<file path="config.mk">
export PLATFORM = sky130hd
export DESIGN_NAME = iasc_accept_ctrl
export DESIGN_NICKNAME = d
export VERILOG_FILES = /design/src/iasc_pkg.sv /design/src/iasc_blk_if.sv /design/src/iasc_block_delay.sv /design/src/iasc_accept_ctrl.sv
export SDC_FILE = /design/constraint.sdc
export NUM_CORES = 1
export LEC_CHECK = 0
export ABC_CLOCK_PERIOD_IN_PS = 8500
export CAP_MARGIN = 20
export CORE_MARGIN = 2
export CORE_UTILIZATION = 44
export DETAILED_ROUTE_END_ITERATION = 10
export DONT_BUFFER_PORTS = 1
export PLACE_DENSITY = 0.67
export SETUP_SLACK_MARGIN = 0.05
export SLEW_MARGIN = 20
export SYNTH_ARGS = -nofsm -noshare
export SYNTH_HDL_FRONTEND = slang
export SYNTH_SLANG_ARGS = --single-unit
</file>
<file path="constraint.sdc">
create_clock -name clk -period 8.5 [get_ports clk]
set_input_delay 1.7 -clock clk [delete_from_list [all_inputs] [get_ports clk]]
set_output_delay 1.7 -clock clk [all_outputs]
set_load 0.01 [all_outputs]
</file>
<file path="src/iasc_pkg.sv">
package iasc_pkg;
  // class of the instruction that has just completed, from the core sequencer
  typedef enum logic [3:0] {
    IC_PLAIN, IC_SS_LOAD, IC_SEG_PREFIX, IC_REP_PREFIX, IC_LOCK_PREFIX,
    IC_ENABLE_INT, IC_DISABLE_INT, IC_PSW_LOAD, IC_HALT
  } iasc_class_e;

  // block instruction in progress
  typedef enum logic [3:0] {
    BK_MOVW, BK_MOVB, BK_BLOCK_COMPARE_WORD_INSTR, BK_CMPBKB, BK_MEMORY_COMPARE_WORD_INSTR, BK_CMPMB,
    BK_STRING_LOAD_WORD_INSTR, BK_LDMB, BK_STRING_STORE_WORD_INSTR, BK_STMB, BK_INBLK
  } iasc_blk_e;

  typedef enum logic [1:0] {ST_RUN, ST_HALT_STATUS, ST_STANDBY, ST_HOLD} iasc_state_e;

  // register map of the plain software port
  localparam logic [3:0]  IASC_OFS_CTRL     = 4'h0;
  localparam logic [3:0]  IASC_OFS_STATUS   = 4'h4;
  localparam logic [3:0]  IASC_OFS_PREFIX   = 4'h8;
  localparam int          IASC_CTRL_BLKEN   = 0;
  localparam logic        IASC_CTRL_RESET   = 1'b1;

  // bus status codes and vectors
  localparam logic [3:0]  IASC_BS_HALT      = 4'h3;
  localparam logic [3:0]  IASC_BS_IDLE      = 4'hF;
  localparam logic [7:0]  IASC_VEC_TRAP     = 8'h01;
  localparam logic [7:0]  IASC_VEC_NMI      = 8'h02;
  localparam int          IASC_HALT_CLKS    = 1;

  // bus cycles until a request is taken, worst case, index {srcOdd, dstOdd} for four-entry tables, one operand's parity for two-entry ones
  localparam logic [3:0]  IASC_DLY_MOVW [4] = '{4'h4, 4'h6, 4'h5, 4'h7};
  localparam logic [3:0]  IASC_DLY_BLOCK_COMPARE_WORD_INSTR[4] = '{4'h2, 4'h3, 4'h3, 4'h4};
  localparam logic [3:0]  IASC_DLY_MEMORY_COMPARE_WORD_INSTR[2] = '{4'h1, 4'h2};
  localparam logic [3:0]  IASC_DLY_STRING_LOAD_WORD_INSTR [2] = '{4'h1, 4'h2};
  localparam logic [3:0]  IASC_DLY_STRING_STORE_WORD_INSTR [2] = '{4'h4, 4'h5};
  localparam logic [3:0]  IASC_DLY_MOVB     = 4'h4;
  localparam logic [3:0]  IASC_DLY_CMPBKB   = 4'h2;
  localparam logic [3:0]  IASC_DLY_SHORT    = 4'h1;
  localparam logic [3:0]  IASC_DLY_STMB     = 4'h4;
  localparam logic [3:0]  IASC_DLY_INBLK    = 4'h4;
endpackage : iasc_pkg

</file>
<file path="src/iasc_blk_if.sv">
`timescale 1ns/1ps
interface iasc_blk_if;
  import iasc_pkg::*;
  logic      req;
  logic      active;
  logic      busCycle;
  iasc_blk_e kind;
  logic      srcOdd;
  logic      dstOdd;
  logic      accept;
  modport ctrl (output req, active, busCycle, kind, srcOdd, dstOdd, input accept);
  modport dly  (input req, active, busCycle, kind, srcOdd, dstOdd, output accept);
endinterface : iasc_blk_if

</file>
<file path="src/iasc_block_delay.sv">
`timescale 1ns/1ps
module iasc_block_delay import iasc_pkg::*; (
  // clock and reset
  input wire logic clk,
  input wire logic reset_n,
  // link to the acceptance controller
  iasc_blk_if.dly  blk
);
  typedef struct packed {
    logic       armed;
    logic [3:0] cnt;
  } iasc_dly_s;

  iasc_dly_s s;
  iasc_dly_s next_s;
  logic [3:0] limit;
  logic [3:0] effCnt;
  logic       live;

  // worst-case figure per instruction and operand parity
  always_comb begin
    case (blk.kind)
      BK_MOVW:   limit = IASC_DLY_MOVW[{blk.srcOdd, blk.dstOdd}];
      BK_MOVB:   limit = IASC_DLY_MOVB;
      BK_BLOCK_COMPARE_WORD_INSTR: limit = IASC_DLY_BLOCK_COMPARE_WORD_INSTR[{blk.srcOdd, blk.dstOdd}];
      BK_CMPBKB: limit = IASC_DLY_CMPBKB;
      BK_MEMORY_COMPARE_WORD_INSTR:  limit = IASC_DLY_MEMORY_COMPARE_WORD_INSTR[blk.dstOdd];
      BK_STRING_LOAD_WORD_INSTR:   limit = IASC_DLY_STRING_LOAD_WORD_INSTR[blk.srcOdd];
      BK_STRING_STORE_WORD_INSTR:   limit = IASC_DLY_STRING_STORE_WORD_INSTR[blk.dstOdd];
      BK_STMB:   limit = IASC_DLY_STMB;
      BK_INBLK:  limit = IASC_DLY_INBLK;
      default:   limit = IASC_DLY_SHORT;
    endcase
  end

  // the bus cycle in which the request shows up already counts as one
  assign live       = s.armed || blk.req;
  assign effCnt     = s.armed ? s.cnt : 4'h1;
  assign blk.accept = blk.active && blk.req && live && blk.busCycle && (effCnt >= limit);

  always_comb begin
    next_s = s;
    if (!blk.active || !blk.req || blk.accept) begin
      next_s = '0;
    end else begin
      next_s.armed = 1'b1;
      next_s.cnt   = blk.busCycle ? 4'(effCnt + 4'h1) : effCnt;
    end
  end

  always_ff @(posedge clk) begin
    if (!reset_n) begin
      s <= '0;
    end else begin
      s <= next_s;
    end
  end
endmodule : iasc_block_delay

</file>
<file path="src/iasc_accept_ctrl.sv">
// Design decisions made here: the address map and the address-and-strobe port.
`timescale 1ns/1ps
module iasc_accept_ctrl import iasc_pkg::*; (
  // clock and reset
  input  wire logic        clk,
  input  wire logic        reset_n,
  // software register port
  input  wire logic [3:0]  regAddr,
  input  wire logic [31:0] regWrData,
  input  wire logic        regWr,
  input  wire logic        regRd,
  output logic      [31:0] regRdData,
  // core sequencer
  input  wire logic        instrDone,
  input  wire iasc_class_e instrClass,
  input  wire logic        pswLoadIe,
  input  wire logic        pswLoadTrap,
  input  wire logic        blockActive,
  input  wire iasc_blk_e   blockKind,
  input  wire logic        srcOdd,
  input  wire logic        dstOdd,
  input  wire logic        busCycleDone,
  input  wire logic [3:0]  coreBusStatus,
  input  wire logic [19:0] coreAddr,
  input  wire logic        coreUpperByteEnable_n,
  input  wire logic [15:0] coreData,
  // requests back to the sequencer
  output logic             takeNmi,
  output logic             takeInt,
  output logic             takeTrap,
  output logic             suspendBlock,
  output logic             standbyRelease,
  output logic      [7:0]  vector,
  output logic      [1:0]  retAdjust,
  output logic             coreClockRun,
  output logic             interruptEnableFlag,
  output logic             singleStepTrapFlag,
  // pins
  input  wire logic        nmiPin,
  input  wire logic        intPin,
  input  wire logic        holdReqPin,
  output logic      [3:0]  busStatusOutputs,
  output logic      [19:0] addressOutputLines,
  output logic             upperByteEnable_n,
  output logic      [15:0] dataOutputLines,
  output logic             holdAck
);
  typedef struct packed {
    iasc_state_e state;
    logic        ie;
    logic        trap;
    logic        trapArmed;
    logic        lastInhibit;
    logic [2:0]  prefixKinds;
    logic        skipStandby;
    logic        nmiSync1;
    logic        nmiSync2;
    logic        nmiPrev;
    logic        nmiPending;
    logic        intSync1;
    logic        intSync2;
    logic        holdSync1;
    logic        holdSync2;
    logic        blockIntEn;
    logic        takeNmi;
    logic        takeInt;
    logic        takeTrap;
    logic        suspend;
    logic        exitStandby;
    logic [7:0]  vector;
    logic [1:0]  retAdjust;
    logic [3:0]  busStatus;
    logic [19:0] addr;
    logic        ube_n;
    logic [15:0] data;
    logic        holdAck;
    logic [31:0] rdData;
  } iasc_ctrl_s;

  localparam iasc_ctrl_s IASC_RESET_STATE = '{
    state: ST_RUN, blockIntEn: IASC_CTRL_RESET, busStatus: IASC_BS_IDLE,
    addr: '1, ube_n: 1'b1, default: '0};

  iasc_ctrl_s s;
  iasc_ctrl_s next_s;
  iasc_blk_if blk ();

  logic       inhibitAll;
  logic       inhibitInt;
  logic       newIe;
  logic       newTrap;
  logic       intOk;
  logic       intReq;
  logic [1:0] prefixCount;

  // boundary decode: the boundary right after these instructions takes nothing
  always_comb begin
    inhibitAll = (instrClass == IC_SS_LOAD)
              || (instrClass == IC_SEG_PREFIX)
              || (instrClass == IC_REP_PREFIX)
              || (instrClass == IC_LOCK_PREFIX);
    newIe   = s.ie;
    newTrap = s.trap;
    case (instrClass)
      IC_ENABLE_INT:  newIe = 1'b1;
      IC_DISABLE_INT: newIe = 1'b0;
      IC_PSW_LOAD: begin
        newIe   = pswLoadIe;
        newTrap = pswLoadTrap;
      end
      default: newIe = s.ie;
    endcase
    // only a 0 to 1 change holds off the maskable line
    inhibitInt = ((instrClass == IC_ENABLE_INT) || (instrClass == IC_PSW_LOAD))
              && !s.ie && newIe;
  end

  assign intReq      = s.intSync2;             // line held by requester
  // the flag as the instruction leaves it decides, so a clear at this boundary already masks
  assign intOk       = !inhibitAll && !inhibitInt && s.ie && newIe && intReq;
  assign prefixCount = 2'(s.prefixKinds[0]) + 2'(s.prefixKinds[1]) + 2'(s.prefixKinds[2]);

  // block-instruction delay counter sees only hardware requests
  assign blk.req      = s.blockIntEn && (s.nmiPending || (s.ie && intReq));
  assign blk.active   = blockActive && (s.state == ST_RUN) && !instrDone;
  assign blk.busCycle = busCycleDone;
  assign blk.kind     = blockKind;
  assign blk.srcOdd   = srcOdd;
  assign blk.dstOdd   = dstOdd;

  iasc_block_delay u_delay (
    .clk     (clk),
    .reset_n (reset_n),
    .blk     (blk.dly)
  );

  // whole next state
  always_comb begin
    next_s           = s;
    next_s.takeNmi   = 1'b0;
    next_s.takeInt   = 1'b0;
    next_s.takeTrap  = 1'b0;
    next_s.suspend   = 1'b0;
    next_s.exitStandby = 1'b0;
    next_s.rdData    = '0;
    // two-flop synchronisers for the pins
    next_s.nmiSync1  = nmiPin;
    next_s.nmiSync2  = s.nmiSync1;
    next_s.nmiPrev   = s.nmiSync2;
    next_s.intSync1  = intPin;
    next_s.intSync2  = s.intSync1;
    next_s.holdSync1 = holdReqPin;
    next_s.holdSync2 = s.holdSync1;

    case (s.state)
      ST_RUN: begin
        if (instrDone) begin
          next_s.ie          = newIe;
          next_s.trap        = newTrap;
          next_s.trapArmed   = newTrap;          // flag seen by the next instruction
          next_s.lastInhibit = inhibitAll || inhibitInt;
          case (instrClass)
            IC_SEG_PREFIX:  next_s.prefixKinds[0] = 1'b1;
            IC_REP_PREFIX:  next_s.prefixKinds[1] = 1'b1;
            IC_LOCK_PREFIX: next_s.prefixKinds[2] = 1'b1;
            default:        next_s.prefixKinds    = '0;
          endcase
          // arbitration at the boundary
          if (!inhibitAll && s.nmiPending) begin
            next_s.takeNmi    = 1'b1;
            next_s.vector     = IASC_VEC_NMI;
            next_s.nmiPending = 1'b0;
          end else if (intOk) begin
            next_s.takeInt = 1'b1;
          end else if (!inhibitAll && s.trapArmed) begin
            next_s.takeTrap = 1'b1;
            next_s.vector   = IASC_VEC_TRAP;
          end
          next_s.retAdjust = '0;
          if (instrClass == IC_HALT) begin
            next_s.state       = ST_HALT_STATUS;
            next_s.skipStandby = s.nmiPending || intReq;
          end
        end else if (blk.accept) begin
          // suspend a block instruction mid-way, prefixes replayed on return
          next_s.suspend   = 1'b1;
          next_s.retAdjust = prefixCount;
          if (s.nmiPending) begin
            next_s.takeNmi    = 1'b1;
            next_s.vector     = IASC_VEC_NMI;
            next_s.nmiPending = 1'b0;
          end else begin
            next_s.takeInt = 1'b1;
          end
        end
      end
      ST_HALT_STATUS: begin
        next_s.state = s.skipStandby ? ST_RUN : ST_STANDBY;
      end
      ST_STANDBY: begin
        if (s.holdSync2) begin
          next_s.state = ST_HOLD;
        end else if (s.nmiPending) begin
          next_s.state      = ST_RUN;
          next_s.exitStandby = 1'b1;
          next_s.takeNmi    = 1'b1;
          next_s.vector     = IASC_VEC_NMI;
          next_s.nmiPending = 1'b0;
        end else if (intReq) begin
          next_s.state   = ST_RUN;
          next_s.exitStandby = 1'b1;
          next_s.takeInt = s.ie;
        end
      end
      default: begin
        // hold ends: straight back to standby, no second halt code
        if (!s.holdSync2) begin
          next_s.state = ST_STANDBY;
        end
      end
    endcase

    // every entry clears both flags
    if (next_s.takeNmi || next_s.takeInt || next_s.takeTrap) begin
      next_s.ie        = 1'b0;
      next_s.trap      = 1'b0;
      next_s.trapArmed = 1'b0;
    end
    // edge seen after the clear still counts, the set wins
    if (s.nmiSync2 && !s.nmiPrev) begin
      next_s.nmiPending = 1'b1;
    end

    // pins follow the state they are entering, so they line up with it
    case (next_s.state)
      ST_RUN: begin
        next_s.busStatus = coreBusStatus;
        next_s.addr      = coreAddr;
        next_s.ube_n     = coreUpperByteEnable_n;
        next_s.data      = coreData;
        next_s.holdAck   = 1'b0;
      end
      ST_HALT_STATUS: begin
        next_s.busStatus = IASC_BS_HALT;
        next_s.holdAck   = 1'b0;
      end
      default: begin
        next_s.busStatus = IASC_BS_IDLE;
        next_s.addr      = '1;
        next_s.ube_n     = 1'b1;
        next_s.holdAck   = (next_s.state == ST_HOLD);
      end
    endcase

    // register port
    if (regWr && (regAddr == IASC_OFS_CTRL)) begin
      next_s.blockIntEn = regWrData[IASC_CTRL_BLKEN];
    end
    if (regRd) begin
      if (regAddr == IASC_OFS_CTRL) begin
        next_s.rdData = {31'h0, s.blockIntEn};
      end else if (regAddr == IASC_OFS_STATUS) begin
        next_s.rdData = {25'h0, s.state, s.holdAck, s.lastInhibit, s.nmiPending, s.trap, s.ie};
      end else if (regAddr == IASC_OFS_PREFIX) begin
        next_s.rdData = {27'h0, s.prefixKinds, s.retAdjust};
      end
    end
  end

  // synchronous reset drops any halted context
  always_ff @(posedge clk) begin
    if (!reset_n) begin
      s <= IASC_RESET_STATE;
    end else begin
      s <= next_s;
    end
  end

  assign regRdData           = s.rdData;
  assign takeNmi             = s.takeNmi;
  assign takeInt             = s.takeInt;
  assign takeTrap            = s.takeTrap;
  assign suspendBlock        = s.suspend;
  assign standbyRelease      = s.exitStandby;
  assign vector              = s.vector;
  assign retAdjust           = s.retAdjust;
  assign interruptEnableFlag = s.ie;
  assign singleStepTrapFlag  = s.trap;
  // everything but release and hold logic stops while halted
  assign coreClockRun        = (s.state == ST_RUN) || (s.state == ST_HALT_STATUS);
  assign busStatusOutputs    = s.busStatus;
  assign addressOutputLines  = s.addr;
  assign upperByteEnable_n   = s.ube_n;
  assign dataOutputLines     = s.data;
  assign holdAck             = s.holdAck;
endmodule : iasc_accept_ctrl

</file>
==> results.md <==
* Hold_sp: s[95]
* Post-synth ARST share at 0%
* Pleak at between 1 and 1.5 nW
* Worst-path maximum fanout at 6
* RSZ-0062 raised after global routing: no
* Final worst slack at approximately 4600 ps
* All-Layer GR Usage at around 15%
* CP required at slightly below 9000 ps
* CP Launch Type: input port
* Post-synth cell types at 53
* Clock-pin slew on the worst setup and hold paths at 90 ps
* CTS tree: yes
* TNS Setup at 0 ps
* Die ar. at 0.01015 mm^2
* Most common cell on crit path: nor2_1
* Post-synthesis sequential area ratio at between 40 and 50%
* Fmax at approximately 0.26 GHz
* First-pass GRT wire length at 11990 um
* Hold-fix buffers, CTS at 0
* Reg2Reg Launch Point: s[107]
* Overall Power at between 0.8 and 0.9 mW
* Final Skew at around 8.4 ps
* Leading area contributor after synthesis: dfxtp_1
* Worst R2R End: busStatusOutputs[1]
* Initial core utilization at between 40% and 50%
* Status: completed
* Antenna Nets Post-Route at 0
* Reg2Reg Setup Slack at just under 6000 ps
* Endpoints failing setup at 0
* Synth top area share at between 40% and 50%
* Rows at 35
* Clock root cell: clkbuf_8
* Flops & latches, synth at between 80 and 90
* Final Cycle Share at a little under half
* Yosys warning count at 0
* Core ar. at ~0.0092 mm^2
* Initial drt markers at between 80 and 90
* Hold path cells at 1
* Max incr delay on CP at between 400 and 500 ps
* Remaining Overflow, GRT at 0
* Setup bufs post-CTS at 0
* Post-CTS resize count at 0
* Vias in the first global route at 2393
* Area grow syn2layout at -6.802%
* DR DRC count at 0
* HP Class: reg2reg
* Final WL at 7743 um
* Vias per Instance at 5.280
* Post-synth EDFFs at 0
* Top cells by area, synth: dfxtp_1 42%, buf_4 15%, mux2i_1 4.4%
* TritonCTS Sinks at a little under 90
* H-tree depth at 3
* Largest net degree at the start of global routing at 30
* Delay-heaviest family, CP: compound AO/OA/AOI/OAI gates
* Main synth FF type: dfxtp_1
* Worst Reg-to-Reg Cells at 4
* Hold Path End: s[94]
* Clk Latency, worst-skew pair at about 350 ps
* Via Count at 2566
* Die X at about 100 um
* Post-Syn Area at ~0.0041 mm^2
* I/O Buffers at 0
* Layout cells sized above 1 at under 10%
* Slew @ Worst Pin at slightly above 900 ps
* Die H at roughly 100 um
* Pwr/cell area at 212.7 mW/mm^2
* Max-cap check violation count at 0
* Bufs and invs on worst path at 1
* Final min period at 3885 ps
* DP HPWL at 5727 um
* Gpl congestion at between 0.8 and 0.9
* Drt first pass iters at 4
* I/O pin count at 191
* Fin. max-slew vios at 0
* Crit end category: register
* CTS Buf Count at 9
* Critical path class: in2reg
* Slew margin rel. at between 30% and 40%
* Cells after synthesis at 435
* CP max stage cell: a2111oi_4
* Maximum vdd ir drop at between 80 and 90 uV
* Avg Inst Size Synth at about 9.5 um^2
* Routed len/inst at 15.93 um
* Nets at approximately 470
* Crit-path cells: inv_1 -> nor2_1 -> a2111oi_0 -> a41oi_1 -> o211ai_1 -> ha_1 -> nand2b_1 -> a2111oi_4 -> nor2_1 -> a311oi_2 -> and2_1
* Critical Path AT at roughly 4200 ps
* Final Hold Violating Endpoints at 0
* Initial antenna violation count at 2
* Longest Clk Path Bufs at 2
* Setup WS pre-CTS at around 4200 ps
-- synth_stat cells (2+ instances only) --
master,n
o21ai_0,7
dfxtp_1,87
nand2_1,29
xnor2_1,2
a21o_1,3
nor4_1,2
a221o_1,13
a2111oi_0,2
o22ai_1,10
nand3_1,6
nor2b_1,7
buf_4,84
nor3_1,6
inv_1,10
a22oi_1,5
and2_1,16
buf_2,7
a31oi_1,4
nor2_1,41
nand2b_1,7
a21oi_1,10
buf_6,3
nor3b_4,2
ha_1,6
mux2i_1,18
o211ai_1,3
clkbuf_1,7
or3b_1,2
o21a_1,2
o31ai_1,3
xor2_1,2
or3_1,2
and3_1,7
-- placed cells by master, fill, tap and decap left out, types with 3 or more instances in the layout --
cell type  instances
o22ai_1           10
nor2b_1            7
nand3_1            6
inv_1             10
nand2b_1           7
a31oi_1            4
nor3_1             6
nor2_1            41
a21oi_1           10
ha_1               6
mux2i_1           18
o31ai_1            3
dfxtp_1           87
clkinv_4           3
o21ai_0            7
and3_1             7
a22oi_1            5
clkbuf_8          10
and2_1            16
o211ai_1           3
conb_1            25
a221o_1           13
nand2_1           29
a21o_1             3
-- layer usage --
layer / vias up / GRT usage [%] / wire length [um]
met5: - / 0 / 0
met4: 0 / 6.955 / 155
met3: 13 / 4.646 / 500
met2: 81 / 24.77 / 3842
met1: 1210 / 18.28 / 3244
li1: 1262 / - / -
-- cell type report --
| class | instances | area, um^2 |
|---|---|---|
| flip-flops and latches | 87 | 1742 |
| well taps | 111 | 138.9 |
| inverters | 10 | 37.54 |
| diodes | 2 | 5.005 |
| multi-input cells | 260 | 1685 |
| clock buffers | 10 | 137.6 |
| clock inverters | 6 | 93.84 |
| fillers | 908 | 5313 |
-- flip-flops by register name, summed over array words and instances (netlist names), named ones only --
name and flops:
standbyRelease 1, intReq 1, u_delay.s 5, takeTrap 1, suspendBlock 1, busStatusOutputs 4, upperByteEnable_n 1, holdAck 1
s 11, regRdData 7, takeNmi 1, takeInt 1, interruptEnableFlag 1, vector 8, addressOutputLines 20, next_s 4
retAdjust 2, dataOutputLines 16
-- where the power goes --
part           total (mW)  switching [mW]  internal [mW]  leakage [nW]
combinational      0.0528          0.0306         0.0222         0.670
clock               0.322           0.148          0.175         0.113
sequential          0.441          0.0176          0.424         0.715
total               0.817           0.196          0.621          1.50
-- logic make-up after synthesis --
| logic type | share of synthesized area, % |
|---|---|
| fa+ha+maj | 2.308 |
| xor+xnor | 0.8504 |
| flops | 42.27 |
| other cells | 0.09101 |
| simple gates | 17.07 |
| compound gates | 14.03 |
| mux | 4.373 |
| buf+inv | 19.01 |
-- worst register-to-register path, stage by stage, from the launching register on --
cell and delay [ps]:
dfxtp_1 570, nor3b_4 150, a32oi_4 530, nand3b_2 680
or3_1 560
-- how the worst max path moves through the flow --
stage	startpoint	slack, ps	cells past startpoint	to
detailed placement	blockKind[3]	4220	11	vector[6]
global placement	blockKind[3]	4310	11	vector[5]
CTS	blockKind[3]	4590	11	vector[2]
global route	blockKind[3]	4260	11	vector[2]
floorplan	blockKind[3]	4600	11	retAdjust[0]
finish	blockKind[3]	4610	11	vector[3]
-- metrics by stage --
stage | std cells | hold slack (ps) | util [%] | area, um^2
after floorplan | 459 | 404.4 | - | 4210
after global placement | 468 | 415.2 | 39.37 | 3603
after detailed placement | 468 | 420.7 | 39.37 | 3603
after CTS | 484 | 432.6 | 41.90 | 3835
after global routing | 486 | 453.0 | 41.95 | 3840
final | 486 | 430.4 | 41.95 | 3840
(Power assumes the default switching activity.)
